## config.mk

```make
export PLATFORM = sky130hd
export DESIGN_NAME = sst_exec
export DESIGN_NICKNAME = d
export VERILOG_FILES = /design/src/sst_pkg.sv /design/src/sst_alu.sv /design/src/sst_exec.sv
export SDC_FILE = /design/constraint.sdc
export NUM_CORES = 1
export LEC_CHECK = 0
export BUFFER_PORTS_ARGS = -buffer_cell sky130_fd_sc_hd__buf_2
export CORE_MARGIN = 2
export CORE_UTILIZATION = 30
export CTS_BUF_LIST = sky130_fd_sc_hd__clkbuf_8
export DETAILED_ROUTE_END_ITERATION = 6
export GPL_ROUTABILITY_DRIVEN = 0
export GPL_TIMING_DRIVEN = 0
export SYNTH_ARGS = -nofsm -noshare
export SYNTH_HDL_FRONTEND = slang
export SYNTH_HIERARCHICAL = 1
export SYNTH_SLANG_ARGS = --single-unit
```

## constraint.sdc

```tcl
create_clock -name clock -period 11.3 [get_ports clock]
set_input_delay 1.13 -clock clock [delete_from_list [all_inputs] [get_ports clock]]
set_output_delay 1.13 -clock clock [all_outputs]
set_load 0.03 [all_outputs]
```

## src/sst_pkg.sv

```systemverilog
// constants, field layouts and carrier types of the subtract/swap/tagged-add/trap execute block
// assumes a 32-bit core with 32-bit data words and byte addressing
`default_nettype none

package sst_pkg;

  // instruction classes and op3 codes
  localparam logic [1:0] OP_ARITH = 2'h2;
  localparam logic [1:0] OP_MEM   = 2'h3;
  localparam logic [5:0] OP3_SUB    = 6'h04;
  localparam logic [5:0] OP3_SUBCC  = 6'h14;
  localparam logic [5:0] OP3_SUBX   = 6'h0c;
  localparam logic [5:0] OP3_SUBXCC = 6'h1c;
  localparam logic [5:0] OP3_TADD   = 6'h20;
  localparam logic [5:0] OP3_TADDTV = 6'h22;
  localparam logic [5:0] OP3_TRAP   = 6'h3a;
  localparam logic [5:0] OP3_SWAP   = 6'h0f;
  localparam logic [5:0] OP3_SWAPA  = 6'h1f;

  // trap condition codes
  localparam logic [3:0] COND_ALWAYS   = 4'h8;
  localparam logic [3:0] COND_CARRY_CL = 4'hd;
  localparam logic [3:0] COND_CARRY_ST = 4'h5;

  // trap type values
  localparam logic [7:0] SW_TRAP_BASE = 8'h80;
  localparam logic [7:0] TYPE_ILLEGAL = 8'h01;
  localparam logic [7:0] TYPE_PRIV    = 8'h02;
  localparam logic [7:0] TYPE_ALIGN   = 8'h03;
  localparam logic [7:0] TYPE_DATA    = 8'h04;
  localparam logic [7:0] TYPE_TAG     = 8'h05;

  // address space identifiers for the plain swap
  localparam logic [7:0] SPACE_USER  = 8'h0a;
  localparam logic [7:0] SPACE_SUPER = 8'h0b;

  // register byte offsets
  localparam logic [31:0] REG_PSW  = 32'h0000_0000;
  localparam logic [31:0] REG_TBW  = 32'h0000_0004;
  localparam logic [31:0] REG_CTRL = 32'h0000_0008;
  localparam logic [31:0] REG_STAT = 32'h0000_000c;

  // field positions
  localparam int PSW_ICC_LSB   = 0;
  localparam int PSW_SUPER_BIT = 8;
  localparam int TBW_TYPE_LSB  = 4;
  localparam int TBW_TBA_LSB   = 12;
  localparam int CTRL_SVT_BIT  = 0;
  localparam int STAT_BUSY_BIT = 0;
  localparam int STAT_LOCK_BIT = 1;
  localparam int STAT_TRAP_BIT = 2;

  // values after reset
  localparam logic [3:0]  ICC_RESET   = 4'h0;
  localparam logic        SUPER_RESET = 1'b1;
  localparam logic [19:0] TBA_RESET   = 20'h00000;
  localparam logic [7:0]  TYPE_RESET  = 8'h00;
  localparam logic        SVT_RESET   = 1'b0;

  // register select codes
  typedef enum logic [2:0] {
    SEL_PSW  = 3'h0,
    SEL_TBW  = 3'h1,
    SEL_CTRL = 3'h2,
    SEL_STAT = 3'h3,
    SEL_NONE = 3'h4
  } sst_sel_t;

  typedef enum logic [2:0] {
    ST_IDLE  = 3'b001,
    ST_READ  = 3'b010,
    ST_WRITE = 3'b100
  } sst_state_t;

  typedef struct packed {
    logic [31:0] instr;
    logic [31:0] rs1_val;
    logic [31:0] rs2_val;
    logic [31:0] rd_val;
  } sst_issue_t;

  typedef struct packed {
    logic [4:0]  rd;
    logic [31:0] data;
  } sst_wb_t;

  typedef struct packed {
    logic [7:0]  ttype;
    logic [31:0] vector;
  } sst_trap_t;

  typedef struct packed {
    logic        we;
    logic        lock;
    logic [7:0]  space;
    logic [31:0] addr;
    logic [31:0] wdata;
  } sst_mem_t;

endpackage : sst_pkg

`default_nettype wire

```

## src/sst_alu.sv

```systemverilog
// 32-bit add/subtract with carry-in and n,z,v,c flags
// purely combinational; the caller registers results
`default_nettype none

module sst_alu (
  // operands
  input  wire logic [31:0] a,
  input  wire logic [31:0] b,
  input  wire logic        cin,
  input  wire logic        sub,
  // result and flags {n,z,v,c}
  output logic      [31:0] res,
  output logic      [3:0]  flags
);

  logic [32:0] ext;
  logic        ovf;

  always_comb begin
    if (sub) begin
      // carry out of a subtract is the borrow
      ext = {1'b0, a} - {1'b0, b} - {32'h0000_0000, cin};
      ovf = (a[31] ^ b[31]) & (ext[31] ^ a[31]);
    end else begin
      ext = {1'b0, a} + {1'b0, b} + {32'h0000_0000, cin};
      ovf = ~(a[31] ^ b[31]) & (ext[31] ^ a[31]);
    end
    res   = ext[31:0];
    flags = {ext[31], (ext[31:0] == 32'h0000_0000), ovf, ext[32]};
  end

endmodule : sst_alu

`default_nettype wire

```

## src/sst_exec.sv

```systemverilog
// execute unit for subtract, swap, tagged add and software trap instructions
// assumes issue, memory and trap-pending inputs come from logic on the same clock
// Summary of operation
// - sub writes rs1 minus rs2 or immediate
// - subcc sets n z v c, signed overflow
// - subx forms also subtract carry
// - subcc writes flags and destination
// - swap exchanges rd with addressed word
// - swap read and write indivisible, locked
// - faulting swap leaves memory unmodified
// - alternate swap privileged, immediate is illegal
// - alternate swap uses register sum, instr space id
// - trap always unless higher trap pending
// - trap type is 128 plus sum low bits
// - single vector mode ignores trap type
// - tag overflow from low bits or overflow
// - tagged add sets v from tag overflow
// - trapping tagged add traps, keeps state
// - trapping tagged add otherwise clears v
// - trap on carry clear, else no-op
// - trap on carry set
`default_nettype none

module sst_exec #(
  parameter int PADDR_W = 12
) (
  // clock and reset
  input  wire logic               clock,
  input  wire logic               rst_n,
  // apb slave
  input  wire logic [PADDR_W-1:0] paddr,
  input  wire logic               psel,
  input  wire logic               penable,
  input  wire logic               pwrite,
  input  wire logic [31:0]        pwdata,
  output logic      [31:0]        prdata,
  output logic                    pready,
  output logic                    pslverr,
  // instruction issue
  input  wire logic               issue_valid,
  input  wire sst_pkg::sst_issue_t issue,
  input  wire logic               higher_trap_pending,
  output logic                    issue_ready,
  // completion
  output logic                    done,
  output logic                    wb_valid,
  output sst_pkg::sst_wb_t        wb,
  output logic                    trap_valid,
  output sst_pkg::sst_trap_t      trap,
  // data memory
  output logic                    mem_req,
  output sst_pkg::sst_mem_t       mem,
  input  wire logic               mem_ack,
  input  wire logic               mem_err,
  input  wire logic [31:0]        mem_rdata
);
  import sst_pkg::*;

  // refuse widths that cannot hold the register offsets
  if (PADDR_W < 4 || PADDR_W > 32) begin : g_width_check
    $error("PADDR_W must lie between 4 and 32");
  end

  function automatic sst_sel_t reg_sel(input logic [PADDR_W-1:0] a);
    logic [31:0] full;
    full = 32'(a);
    if (full == REG_PSW) begin
      reg_sel = SEL_PSW;
    end else if (full == REG_TBW) begin
      reg_sel = SEL_TBW;
    end else if (full == REG_CTRL) begin
      reg_sel = SEL_CTRL;
    end else if (full == REG_STAT) begin
      reg_sel = SEL_STAT;
    end else begin
      reg_sel = SEL_NONE;
    end
  endfunction : reg_sel

  // reset release through two flops
  logic rst_meta_n;
  logic rst_sync_n;

  always_ff @(posedge clock or negedge rst_n) begin
    if (!rst_n) begin
      rst_meta_n <= 1'b0;
      rst_sync_n <= 1'b0;
    end else begin
      rst_meta_n <= 1'b1;
      rst_sync_n <= rst_meta_n;
    end
  end

  sst_state_t  state;
  sst_state_t  next_state;
  logic [3:0]  icc;
  logic [3:0]  next_icc;
  logic        super_mode;
  logic        next_super_mode;
  logic [19:0] tba;
  logic [19:0] next_tba;
  logic [7:0]  trap_type;
  logic [7:0]  next_trap_type;
  logic        svt_en;
  logic        next_svt_en;
  logic        last_trap;
  logic        next_last_trap;
  logic [4:0]  swap_rd;
  logic [4:0]  next_swap_rd;
  logic [31:0] swap_read;
  logic [31:0] next_swap_read;
  logic        next_done;
  logic        next_wb_valid;
  sst_wb_t     next_wb;
  logic        next_trap_valid;
  sst_trap_t   next_trap;
  logic        next_mem_req;
  sst_mem_t    next_mem;
  logic        next_pready;
  logic [31:0] next_prdata;
  logic        raise;
  logic [7:0]  raise_type;

  // instruction fields and operands
  logic [1:0]  f_op;
  logic [5:0]  f_op3;
  logic [3:0]  f_cond;
  logic        f_imm;
  logic [31:0] opb;
  logic [31:0] eff_sum;
  logic        alu_sub;
  logic        alu_cin;
  logic [31:0] alu_res;
  logic [3:0]  alu_flags;
  logic        tag_ovf;
  logic        apb_acc;
  logic        apb_wr;
  sst_sel_t    sel;

  assign f_op    = issue.instr[31:30];
  assign f_op3   = issue.instr[24:19];
  assign f_cond  = issue.instr[28:25];
  assign f_imm   = issue.instr[13];
  assign opb     = f_imm ? {{19{issue.instr[12]}}, issue.instr[12:0]} : issue.rs2_val;
  assign eff_sum = issue.rs1_val + opb;
  assign alu_sub = !(f_op3 == OP3_TADD || f_op3 == OP3_TADDTV);
  assign alu_cin = (f_op3 == OP3_SUBX || f_op3 == OP3_SUBXCC) ? icc[0] : 1'b0;

  sst_alu u_alu (
    .a     (issue.rs1_val),
    .b     (opb),
    .cin   (alu_cin),
    .sub   (alu_sub),
    .res   (alu_res),
    .flags (alu_flags)
  );

  assign tag_ovf = (|issue.rs1_val[1:0]) | (|opb[1:0]) | alu_flags[1];

  assign issue_ready = (state == ST_IDLE);
  assign apb_acc     = psel & penable;
  assign apb_wr      = apb_acc & pready & pwrite;
  assign sel         = reg_sel(paddr);
  assign pslverr     = apb_acc & pready & (sel == SEL_NONE);

  // apb: one wait state so read data comes from a flop
  always_comb begin
    next_pready = apb_acc & !pready;
    next_prdata = prdata;
    if (apb_acc && !pready) begin
      next_prdata = 32'h0000_0000;
      unique case (sel)
        SEL_PSW: begin
          next_prdata[PSW_ICC_LSB +: 4] = icc;
          next_prdata[PSW_SUPER_BIT]    = super_mode;
        end
        SEL_TBW: begin
          next_prdata[TBW_TBA_LSB +: 20] = tba;
          next_prdata[TBW_TYPE_LSB +: 8] = trap_type;
        end
        SEL_CTRL: begin
          next_prdata[CTRL_SVT_BIT] = svt_en;
        end
        SEL_STAT: begin
          next_prdata[STAT_BUSY_BIT] = (state != ST_IDLE);
          next_prdata[STAT_LOCK_BIT] = mem.lock;
          next_prdata[STAT_TRAP_BIT] = last_trap;
        end
        SEL_NONE: begin
          next_prdata = 32'h0000_0000;
        end
      endcase
    end
  end

  always_ff @(posedge clock or negedge rst_sync_n) begin
    if (!rst_sync_n) begin
      pready <= 1'b0;
      prdata <= 32'h0000_0000;
    end else begin
      pready <= next_pready;
      prdata <= next_prdata;
    end
  end

  // execute and architectural state; execution wins over a same-cycle write
  always_comb begin
    next_state      = state;
    next_icc        = icc;
    next_super_mode = super_mode;
    next_tba        = tba;
    next_trap_type  = trap_type;
    next_svt_en     = svt_en;
    next_last_trap  = last_trap;
    next_swap_rd    = swap_rd;
    next_swap_read  = swap_read;
    next_done       = 1'b0;
    next_wb_valid   = 1'b0;
    next_wb         = wb;
    next_trap_valid = 1'b0;
    next_trap       = trap;
    next_mem_req    = mem_req;
    next_mem        = mem;
    raise           = 1'b0;
    raise_type      = TYPE_RESET;
    if (apb_wr) begin
      unique case (sel)
        SEL_PSW: begin
          next_icc        = pwdata[PSW_ICC_LSB +: 4];
          next_super_mode = pwdata[PSW_SUPER_BIT];
        end
        SEL_TBW: begin
          next_tba = pwdata[TBW_TBA_LSB +: 20];
          next_trap_type = pwdata[TBW_TYPE_LSB +: 8];
        end
        SEL_CTRL: next_svt_en = pwdata[CTRL_SVT_BIT];
        SEL_STAT, SEL_NONE: begin
        end
      endcase
    end
    unique case (state)
      ST_IDLE: begin
        if (issue_valid) begin
          next_done   = 1'b1;
          next_wb.rd  = issue.instr[29:25];
          next_wb.data = alu_res;
          if (f_op == OP_ARITH) begin
            case (f_op3)
              OP3_SUB, OP3_SUBX: next_wb_valid = 1'b1;
              OP3_SUBCC, OP3_SUBXCC: begin
                next_wb_valid = 1'b1;
                next_icc      = alu_flags;
              end
              OP3_TADD: begin
                next_wb_valid = 1'b1;
                next_icc      = {alu_flags[3:2], tag_ovf, alu_flags[0]};
              end
              OP3_TADDTV: begin
                if (tag_ovf) begin
                  raise    = 1'b1;
                  raise_type = TYPE_TAG;
                end else begin
                  next_wb_valid = 1'b1;
                  next_icc      = {alu_flags[3:2], 1'b0, alu_flags[0]};
                end
              end
              OP3_TRAP: begin
                if (f_cond == COND_ALWAYS || (f_cond == COND_CARRY_CL && !icc[0])
                    || (f_cond == COND_CARRY_ST && icc[0])) begin
                  if (!higher_trap_pending) begin
                    raise    = 1'b1;
                    raise_type = SW_TRAP_BASE | {1'b0, eff_sum[6:0]};
                  end
                end else if (f_cond != COND_CARRY_CL && f_cond != COND_CARRY_ST) begin
                  raise      = 1'b1;
                  raise_type = TYPE_ILLEGAL;
                end
              end
              default: begin
                raise      = 1'b1;
                raise_type = TYPE_ILLEGAL;
              end
            endcase
          end else if (f_op == OP_MEM && f_op3 == OP3_SWAP) begin
            if (eff_sum[1:0] != 2'h0) begin
              raise      = 1'b1;
              raise_type = TYPE_ALIGN;
            end else begin
              next_done     = 1'b0;
              next_mem_req  = 1'b1;
              next_mem.we   = 1'b0;
              next_mem.lock = 1'b1;
              next_mem.addr = eff_sum;
              next_mem.space = super_mode ? SPACE_SUPER : SPACE_USER;
              next_mem.wdata = issue.rd_val;
              next_swap_rd  = issue.instr[29:25];
              next_state    = ST_READ;
            end
          end else if (f_op == OP_MEM && f_op3 == OP3_SWAPA) begin
            if (f_imm) begin
              raise      = 1'b1;
              raise_type = TYPE_ILLEGAL;
            end else if (!super_mode) begin
              raise      = 1'b1;
              raise_type = TYPE_PRIV;
            end else if (eff_sum[1:0] != 2'h0) begin
              raise      = 1'b1;
              raise_type = TYPE_ALIGN;
            end else begin
              // register sum, space id from the instruction
              next_done     = 1'b0;
              next_mem_req  = 1'b1;
              next_mem.we   = 1'b0;
              next_mem.lock = 1'b1;
              next_mem.addr = eff_sum;
              next_mem.space = issue.instr[12:5];
              next_mem.wdata = issue.rd_val;
              next_swap_rd  = issue.instr[29:25];
              next_state    = ST_READ;
            end
          end else begin
            raise      = 1'b1;
            raise_type = TYPE_ILLEGAL;
          end
        end
      end
      ST_READ: begin
        if (mem_ack) begin
          if (mem_err) begin
            raise         = 1'b1;
            raise_type    = TYPE_DATA;
            next_done     = 1'b1;
            next_mem_req  = 1'b0;
            next_mem.lock = 1'b0;
            next_state    = ST_IDLE;
          end else begin
            next_swap_read = mem_rdata;
            next_mem.we    = 1'b1;
            next_state     = ST_WRITE;
          end
        end
      end
      ST_WRITE: begin
        if (mem_ack) begin
          next_done     = 1'b1;
          next_mem_req  = 1'b0;
          next_mem.lock = 1'b0;
          next_mem.we   = 1'b0;
          next_state    = ST_IDLE;
          if (mem_err) begin
            raise    = 1'b1;
            raise_type = TYPE_DATA;
          end else begin
            next_wb_valid = 1'b1;
            next_wb.rd    = swap_rd;
            next_wb.data  = swap_read;
          end
        end
      end
    endcase
    if (raise) begin
      next_trap_valid = 1'b1;
      next_trap.ttype = raise_type;
      next_trap_type  = raise_type;
      next_trap.vector = svt_en ? {tba, 12'h000} : {tba, raise_type, 4'h0};
      next_last_trap  = 1'b1;
    end else if (next_done) begin
      next_last_trap = 1'b0;
    end
  end

  always_ff @(posedge clock or negedge rst_sync_n) begin
    if (!rst_sync_n) begin
      state      <= ST_IDLE;
      icc        <= ICC_RESET;
      super_mode <= SUPER_RESET;
      tba        <= TBA_RESET;
      trap_type  <= TYPE_RESET;
      svt_en     <= SVT_RESET;
      last_trap  <= 1'b0;
      swap_rd    <= 5'h00;
      swap_read  <= 32'h0000_0000;
      done       <= 1'b0;
      wb_valid   <= 1'b0;
      wb         <= '0;
      trap_valid <= 1'b0;
      trap       <= '0;
      mem_req    <= 1'b0;
      mem        <= '0;
    end else begin
      state      <= next_state;
      icc        <= next_icc;
      super_mode <= next_super_mode;
      tba        <= next_tba;
      trap_type  <= next_trap_type;
      svt_en     <= next_svt_en;
      last_trap  <= next_last_trap;
      swap_rd    <= next_swap_rd;
      swap_read  <= next_swap_read;
      done       <= next_done;
      wb_valid   <= next_wb_valid;
      wb         <= next_wb;
      trap_valid <= next_trap_valid;
      trap       <= next_trap;
      mem_req    <= next_mem_req;
      mem        <= next_mem;
    end
  end

endmodule : sst_exec

`default_nettype wire

```

==> flow_summary.yaml, run 1 <==
outcome:
  status: "finished clean"
pwr:
  irDropWorstVdd_v: 0.000101
  internal_power_mw: 2.14
  switching_share_pct: 39.3
  power_density_mw_per_mm2: 163
  power.switching_mw: 1.39
  p_leak_nw: 11.1
  p_comb_share_pct: 38.6
  seqPwrFrac_pct: 33.7
  power_frac_clock_pct: 27.7
clocking:
  cts_buffers: 50
  cts_resized: 0
  clk_latency_ns: 0.66
  path_clk_slew_ns: 0.06
  cts_setup_buffers: 0
  h-tree-depth: 2
  cts-root-buf: "clkbuf_8"
  clock-sinks: 261
  postCtsHoldBufs: 0
  cts_tree: "yes"
  ctsLongestPathBuffers: 3
global_routing:
  top_usage_layer: "met2"
  grt_start_max_net_pins: 70
  use_met2_pct: 36.1
  grt_pass1_vias: 16300
  grt-ovfl-total: 0
  grt_use_met3_pct: 4.59
  grt_pass1_wl_um: 94500
  grt_use_total_pct: 20.4
  antenna_found_initial: 14
  gr-usage-met1_pct: 24.0
yosys:
  synth.top_cells.by_area: "dfrtp_1, ha_1, nand2_1, mux2_2, o21ai_0"
  synth_top_area_share_pct: 36.9
  synth_cells: 1956
  synthFlopType: "dfrtp_1"
  synth-seq-cells: 261
  synth-edff-count: 0
  syn_area_per_cell_um2: 8.98
  yosys.area.top_type: "dfrtp_1"
  syn_area_mm2: 0.0176
  yosysWarnings: 6
  synth_cell_types: 103
  ys_seq_area_share_pct: 37.2
  synthArstFlopShare_pct: 100
die:
  rows: 88
  die_x_um: 246
  start_util_pct: 30.4
  design.core.area_mm2: 0.0578
  die-height_um: 246
  dieArea_mm2: 0.0605
  ios: 403
final_layout:
  drive_gt1_share_pct: 25.9
  final_cells: 3216
  layout_commonest_cell: "buf_2"
  fin_nets: 2746
  areaGrowthSynthToFinish_pct: 23.3
  layout_common_cells: "buf_2, nand2_1, dfrtp_1, inv_1, o21ai_0"
timing:
  drv_slew: 0
  fin_ws_ns: 3.30
  period_minus_slack_ns: 8.00
  clock.fmax_mhz: 125
  fin_crit_sh_pct: 70.8
  worst_pin_slew_ns: 1.15
  rsz0062_at_grt: "false"
  slew_headroom_pct: 22.8
  finalSetupViolations: 0
  fin_tns_setup_ns: 0
  finalClockSkew_ns: 0.0671
  hold_viol_final: 0
setup_path:
  cp_slowest_cell: "buf_1"
  end_kind: "register"
  worst-path-buf-inv: 7
  cp_slowest_stage_delay_ns: 0.77
  worstPathRequired_ns: 11.80
  worst-setup-path-type: "in -> reg"
  critical-path-top-delay-family: "buffers and inverters"
  cp-start-kind: "input port"
  arrival_ns: 8.50
  path_max_fanout: 10
route:
  vias_per_cell: 5.08
  wirelength_um: 63500
  first_iter_violations: 1045
  vias: 16300
  wl_per_cell_um: 19.8
  drtPass1Iterations: 6
  postRouteAntennaNets: 0
  drc: 0
placed_design:
  dp_hpwl_um: 52200
  dp.cells: 3117
  pre_cts_slack_ns: 2.69
  io_buffer_count: 389
worst_hold_path:
  hold_class: "reg -> async"
flow_run:
  maxCapViolCount: 0
==> cell families after synthesis <==
kind of cell / Yosys count / synth area share [%]
buf+inv: 241 / 5.61
other cells: 2 / 0.0428
compound gates: 499 / 19.2
xor+xnor: 73 / 3.64
flops: 261 / 37.2
mux: 148 / 9.14
fa+ha+maj: 129 / 9.40
simple gates: 603 / 15.7
==> flip-flops by register name, summed over array words and instances, names as in the netlist <==
register,count
pready,1
done,1
mem_req,1
swap_rd,5
state,3
wb_valid,1
tba,20
rst_sync_n,1
wb,37
prdata,32
rst_meta_n,1
swap_read,32
last_trap,1
trap_type,8
trap,36
trap_valid,1
icc,4
mem,74
svt_en,1
super_mode,1
==> worst paths after layout <==
kind | from | endpoint | slack [ns] | depth (start not counted)
hold reg to reg | rst_sync_n | tba[7] | 0.25 | 0
min in group clock | rst_meta_n | rst_sync_n | 0.36 | 0
max in group asynchronous | rst_sync_n | mem[39] | 9.76 | 3
setup / recovery | issue[109] | trap[18] | 3.30 | 26
hold / removal | rst_sync_n | tba[7] | 0.25 | 0
setup reg to reg | icc[0] | trap[18] | 5.31 | 23
==> Yosys cell counts, types with 6 or more instances <==
master,n
a211oi_1,10
a21o_1,34
a21oi_1,92
a22o_1,28
a2bb2oi_1,9
a31o_2,6
a31oi_1,13
and2_1,9
and3_1,8
and4_1,6
buf_1,11
buf_2,13
buf_4,11
clkbuf_1,53
dfrtp_1,259
ha_1,124
inv_1,147
mux2_2,88
mux2i_1,58
nand2_1,305
nand2b_1,27
nand3_1,24
nand4_1,12
nor2_1,109
nor2b_1,14
nor3_1,34
nor4_1,16
o211ai_1,6
o21a_1,11
o21ai_0,147
o21ai_1,12
o21bai_1,7
o31ai_1,23
or2_2,8
or3_1,6
xnor2_1,50
xor2_1,23
==> final cells by class <==
| type | instances | area (µm²) |
|---|---|---|
| clock buffer | 64 | 881 |
| fill | 5937 | 36100 |
| clock inverter | 27 | 173 |
| multi-input combinational | 1457 | 10100 |
| tap | 765 | 957 |
| antenna | 8 | 20.0 |
| inverter | 150 | 563 |
| sequential | 261 | 6540 |
| buffer | 91 | 422 |
| timing repair buffer | 393 | 2050 |
==> per-stage QoR <==
step / total power, mW / area (µm²) / hold slack, ns / util, %
after floorplan: 2.13 / 17600 / 0.331 / -
final: 3.53 / 21700 / 0.254 / 37.5
after global placement: 2.55 / 20500 / 0.338 / 35.4
after global routing: 3.76 / 21600 / 0.242 / 37.4
after CTS: 3.59 / 21600 / 0.215 / 37.4
after detailed placement: 2.58 / 20600 / 0.268 / 35.6
==> worst register-to-register path, cell delays in order (launching register included) <==
cell,delay (ns)
dfrtp_1,0.48
and3_1,0.25
fa_1,0.36
inv_1,0.11
ha_1,0.25
nand2_1,0.11
a211oi_1,0.11
nor4_1,0.44
o21ai_1,0.32
a41o_1,0.36
a221oi_2,0.33
xor2_1,0.19
nor2_1,0.06
mux4_2,0.57
buf_4,0.18
nor3_1,0.13
nand3_1,0.17
nand3_1,0.17
nand3_1,0.10
o21ai_1,0.18
and2_1,0.15
buf_4,0.18
buf_4,0.24
mux2_2,0.36
==> power by group through the flow <==
stage,clock (mW),combinational [mW],sequential (mW)
after floorplan,0,0.793,1.34
after global placement,0,1.33,1.22
after detailed placement,0,1.37,1.21
after CTS,1.02,1.38,1.19
after global routing,1.06,1.50,1.21
final,0.977,1.36,1.19
==> per-layer routing <==
| layer | up-vias | routed length, µm |
|---|---|---|
| li1 | 7813 | - |
| met2 | 551 | 31200 |
| met3 | 116 | 4290 |
| met5 | - | 80 |
| met1 | 7830 | 26000 |
| met4 | 12 | 1950 |
(Power assumes the default switching activity.)
==> inputs of run 2 (changes only) <==
==> constraint.sdc (replaced) <==
create_clock -name clock -period 7.6 [get_ports clock]
set_input_delay 0.76 -clock clock [delete_from_list [all_inputs] [get_ports clock]]
set_output_delay 0.76 -clock clock [all_outputs]
set_load 0.03 [all_outputs]
==> run 2 against run 1 <==
  * Total power increased by 49%
  * Clock skew decreased by 0.019 ns
  * Sequential cell count is the same
  * Cell count shrank 0.28%
  * Via count is 0.29% higher
  * First-iteration DRC count up 1.9%
  * Worst hold slack improved by 0.029 ns
  * Sequential share of layout area about the same
  * Non-clock buffer count up 1
  * Largest cell class unchanged
  * Highest routed layer unchanged
==> flow_summary.yaml, run 2 (synthesis gave the netlist of run 1 again) <==
clocking:
  cts_tree: "yes"
  path_clk_slew_ns: 0.06
  cts-root-buf: "clkbuf_8"
  cts_buffers: 47
  cts_setup_buffers: 0
  clk_latency_ns: 0.66
  clock-sinks: 261
  ctsLongestPathBuffers: 3
  h-tree-depth: 2
timing:
  rsz0062_at_grt: "false"
  hold_viol_final: 0
  drv_slew: 0
  period_minus_slack_ns: 7.04
  finalSetupViolations: 0
  finalClockSkew_ns: 0.0483
  worst_pin_slew_ns: 1.03
  fin_crit_sh_pct: 92.6
  holdWs_ns: 0.283
  clock.fmax_mhz: 142
  slew_headroom_pct: 30.5
die:
  die_x_um: 246
  die-height_um: 246
  design.core.area_mm2: 0.0578
  ios: 403
  dieArea_mm2: 0.0605
  start_util_pct: 30.4
  rows: 88
route:
  drc: 0
  vias: 16400
  postRouteAntennaNets: 0
  vias_per_cell: 5.10
  drtPass1Iterations: 5
  wirelength_um: 63500
  first_iter_violations: 1065
  wl_per_cell_um: 19.8
global_routing:
  grt-ovfl-total: 0
  grt_start_max_net_pins: 68
  grt_pass1_wl_um: 95500
  grt_pass1_vias: 16400
  grt_use_total_pct: 20.5
  antenna_found_initial: 12
placed_design:
  io_buffer_count: 389
  dp_hpwl_um: 52200
  place_area_mm2: 0.0206
final_layout:
  areaGrowthSynthToFinish_pct: 23.2
  regMostFlops: "mem"
  design_area_mm2: 0.0216
  fin_nets: 2744
  largest_reg_flops: 74
  layout_common_cells: "buf_2, nand2_1, dfrtp_1, inv_1, o21ai_0"
  top_regs: "mem x74, wb x37, trap x36"
  fill_cells: 5926
  layout_commonest_cell: "buf_2"
  drive_gt1_share_pct: 25.8
setup_path:
  worstPathRequired_ns: 8.10
  endpoint: "trap[24]"
  path_max_fanout: 10
  reg2regPathDepth: 23
  worst-setup-path-type: "in -> reg"
  r2r_setup_slack_ns: 1.58
  worst_r2r_endpoint: "trap[24]"
  arrival_ns: 7.55
  cp-start-kind: "input port"
  r2r-start: "icc[0]"
  critPathLaunch: "issue[109]"
  end_kind: "register"
flow_run:
  maxCapViolCount: 0
pwr:
  irDropWorstVdd_v: 0.000155
  power_mw: 5.25
  p_leak_nw: 11.1
  power_density_mw_per_mm2: 243
outcome:
  status: "finished clean"
worst_hold_path:
  hold_class: "reg -> async"
==> run 2: cell count changes in the layout (fill, tap and decap cells not counted), sizes merged <==
cell / previous run / this run
clkinvlp: 1 / 0
inv: 166 / 165
dlygate4sd3: 0 / 1
buf: 431 / 430
diode: 8 / 4
clkbuf: 117 / 113
clkinv: 9 / 8
bufinv: 1 / 3
==> run 2: per-stage QoR <==
step	setup slack [ns]	std cells	setup TNS (ns)	util, %
global route	0.162	3204	0	37.4
global placement	-0.418	3113	-10.60	35.4
floorplan	1.42	1959	0	-
CTS	0.0663	3203	0	37.4
finish	0.559	3207	0	37.4
detailed placement	-0.592	3117	-18.34	35.6
==> run 2: final cells by class <==
cell class | instances | area (µm²) | area share [%]
well taps | 765 | 957 | 4.42
plain buffers | 91 | 424 | 1.96
inverters | 150 | 563 | 2.60
repair buffers | 394 | 2070 | 9.55
diodes | 4 | 10.0 | 0.0463
multi-input cells | 1457 | 10100 | 46.5
clock buffers | 59 | 812 | 3.75
clock inverters | 26 | 209 | 0.966
flip-flops and latches | 261 | 6540 | 30.2
==> run 2: metal layers <==
layer  GRT usage (%)  vias up  part of all wire, %
met1            24.6     7948                   41
met3            3.83      106                  5.9
met4            5.97       12                  2.5
li1                -     7786                    -
met5               0        -                 0.13
met2            36.9      518                   50
==> run 2: where the power goes <==
| group | total, mW | leakage, nW | switching, mW | internal (mW) |
|---|---|---|---|---|
| clock network | 1.45 | 0.583 | 0.642 | 0.808 |
| logic | 2.03 | 7.06 | 1.27 | 0.761 |
| registers | 1.77 | 3.48 | 0.142 | 1.63 |
| total | 5.25 | 11.1 | 2.06 | 3.19 |
==> run 2: worst max-delay path: stages <==
cell and delay (ns):
clkbuf_2 0.36, clkbuf_1 0.49, mux2_2 0.43, ha_1 0.40, inv_1 0.13, ha_1 0.40
a21oi_1 0.29, nor2_1 0.07, nor4_1 0.41, o21ai_1 0.32, a41o_1 0.36, a221oi_2 0.32
xor2_1 0.18, nor2_1 0.05, mux4_2 0.58, buf_4 0.19, nor3_1 0.19, nand3_1 0.18
nand3_1 0.18, nand3_1 0.10, o21ai_1 0.19, and2_1 0.16, buf_4 0.17, buf_4 0.24
mux2_2 0.36
==> run 2: timing repair <==
action | 4_1_cts | 5_1_grt
endpoints found under the hold margin | 2 | 0
endpoints found under the setup margin | 0 | 45
gates resized for setup | 0 | 5
hold buffers | 1 | 0
==> run 2: worst min-delay path by stage <==
stage	startpoint	end	slack (ns)	cells past startpoint
floorplan	rst_meta_n	rst_sync_n	0.33	0
global route	issue[1]	mem[1]	0.28	3
detailed placement	rst_sync_n	trap[27]	0.29	0
finish	rst_sync_n	trap[27]	0.28	0
global placement	rst_meta_n	rst_sync_n	0.34	0
CTS	issue[1]	mem[1]	0.23	3
==> inputs of run 3 (changes only) <==
--- a/config.mk
+++ b/config.mk
@@ -7,7 +7,7 @@
 export LEC_CHECK = 0
 export BUFFER_PORTS_ARGS = -buffer_cell sky130_fd_sc_hd__buf_2
 export CORE_MARGIN = 2
-export CORE_UTILIZATION = 30
+export CORE_UTILIZATION = 37
 export CTS_BUF_LIST = sky130_fd_sc_hd__clkbuf_8
 export DETAILED_ROUTE_END_ITERATION = 6
 export GPL_ROUTABILITY_DRIVEN = 0
==> run 3 against run 2 <==
  * Maximum frequency up 2.0%
  * Critical path depth up 2
  * Largest power group unchanged
  * Count of clock-buffer cells in the layout grew 3
  * First-iteration DRC count up 2.0%
  * Combinational power hardly changed
  * Critical path type unchanged
==> flow_summary.yaml, run 3 (synthesis gave the netlist of run 1 again) <==
final_layout:
  layout_commonest_cell: "buf_2"
  fin_nets: 2744
  drive_gt1_share_pct: 25.9
  layout_common_cells: "buf_2, nand2_1, dfrtp_1, inv_1, o21ai_0"
  top_regs: "mem x74, wb x37, trap x36"
  seq_area_mm2: 0.00654
  design_area_mm2: 0.0214
  multi_input_area_mm2: 0.0101
  areaGrowthSynthToFinish_pct: 21.8
  regMostFlops: "mem"
  final_cells: 3048
  largest_reg_flops: 74
  fill_cells: 4668
flow_run:
  maxCapViolCount: 0
placed_design:
  dp.cells: 2959
  dp_hpwl_um: 48700
  place_area_mm2: 0.0204
  pre_cts_slack_ns: -0.195
  io_buffer_count: 389
setup_path:
  worst-path-buf-inv: 8
  end_kind: "register"
  cp-start-kind: "input port"
  cp_slowest_stage_delay_ns: 0.55
  worst-setup-path-type: "in -> reg"
  path_max_fanout: 10
  worstPathRequired_ns: 8.07
  cp_slowest_cell: "mux4_2"
  arrival_ns: 7.38
  critical-path-top-delay-family: "compound AO/OA/AOI/OAI gates"
route:
  wirelength_um: 59500
  vias_per_cell: 5.36
  drc: 0
  first_iter_violations: 1086
  postRouteAntennaNets: 0
  vias: 16300
  wl_per_cell_um: 19.5
  drtPass1Iterations: 5
clocking:
  cts_tree: "yes"
  h-tree-depth: 2
  cts-root-buf: "clkbuf_8"
  cts_buffers: 47
  clk_latency_ns: 0.59
  ctsLongestPathBuffers: 3
  clock-sinks: 261
  path_clk_slew_ns: 0.06
timing:
  hold_viol_final: 0
  finalClockSkew_ns: 0.0256
  clock.fmax_mhz: 145
  period_minus_slack_ns: 6.90
  fin_crit_sh_pct: 90.8
  finalSetupViolations: 0
  drv_slew: 0
  holdWs_ns: 0.258
  rsz0062_at_grt: "false"
  fin_ws_ns: 0.696
  worst_pin_slew_ns: 1.08
  slew_headroom_pct: 28.2
global_routing:
  grt_use_met3_pct: 4.64
  grt_use_total_pct: 23.8
  use_met2_pct: 42.2
  top_usage_layer: "met2"
  grt_start_max_net_pins: 71
  antenna_found_initial: 5
  grt_pass1_wl_um: 92300
  gr-usage-met1_pct: 29.5
  grt_pass1_vias: 16300
  grt-ovfl-total: 0
pwr:
  irDropWorstVdd_v: 0.000117
  power_density_mw_per_mm2: 239
  p_leak_nw: 11.1
  power_mw: 5.10
worst_hold_path:
  hold_class: "reg -> async"
die:
  die-height_um: 222
  dieArea_mm2: 0.0492
  rows: 79
  start_util_pct: 37.6
  ios: 403
  design.core.area_mm2: 0.0467
  die_x_um: 222
outcome:
  status: "finished clean"
run 3: changes by cell type in the layout (fill, tap and decap cells not counted), sizes merged:
cell	before	now
bufinv	3	0
clkbuf	113	116
clkinvlp	0	3
inv	165	161
run 3: power breakdown:
| group | internal [mW] | switching (mW) |
|---|---|---|
| Clock | 0.733 | 0.597 |
| Sequential | 1.63 | 0.131 |
| Combinational | 0.760 | 1.26 |
run 3: metal layers:
layer | vias up | routed length, µm
met1 | 7938 | 25100
met5 | - | 13
li1 | 7797 | -
met4 | 2 | 1440
met3 | 70 | 3570
met2 | 539 | 29300
run 3: final timing paths:
kind | start | to | slack (ns) | cells after the start
hold reg to reg | rst_sync_n | swap_rd[1] | 0.26 | 0
max in group asynchronous | rst_sync_n | mem[56] | 5.99 | 3
setup / recovery | issue[109] | trap[18] | 0.70 | 27
setup reg to reg | icc[0] | trap[18] | 1.85 | 23
hold / removal | rst_sync_n | swap_rd[1] | 0.26 | 0
min in group clock | rst_meta_n | rst_sync_n | 0.36 | 0
run 3: metrics by stage:
stage	util (%)	TNS, ns
final	45.8	0
after CTS	45.8	0
after detailed placement	43.7	-3.01
after global placement	43.5	-2.27
after global routing	45.8	0
after floorplan	-	0
run 3: cell type report:
cell class              instances  area share (%)
diodes                          4          0.0468
plain buffers                  91            1.98
clock buffers                  62            3.99
clock inverters                22           0.550
inverters                     150            2.63
multi-input cells            1457            47.0
flip-flops and latches        261            30.6
well taps                     607            3.55
repair buffers                394            9.66
run 3: what timing repair did:
item / in CTS / in global routing
hold buffers: 1 / 0
setup endpoints to repair: 0 / 26
setup buffers: 0 / 0
gates resized for setup: 0 / 3
hold endpoints to repair: 2 / 0
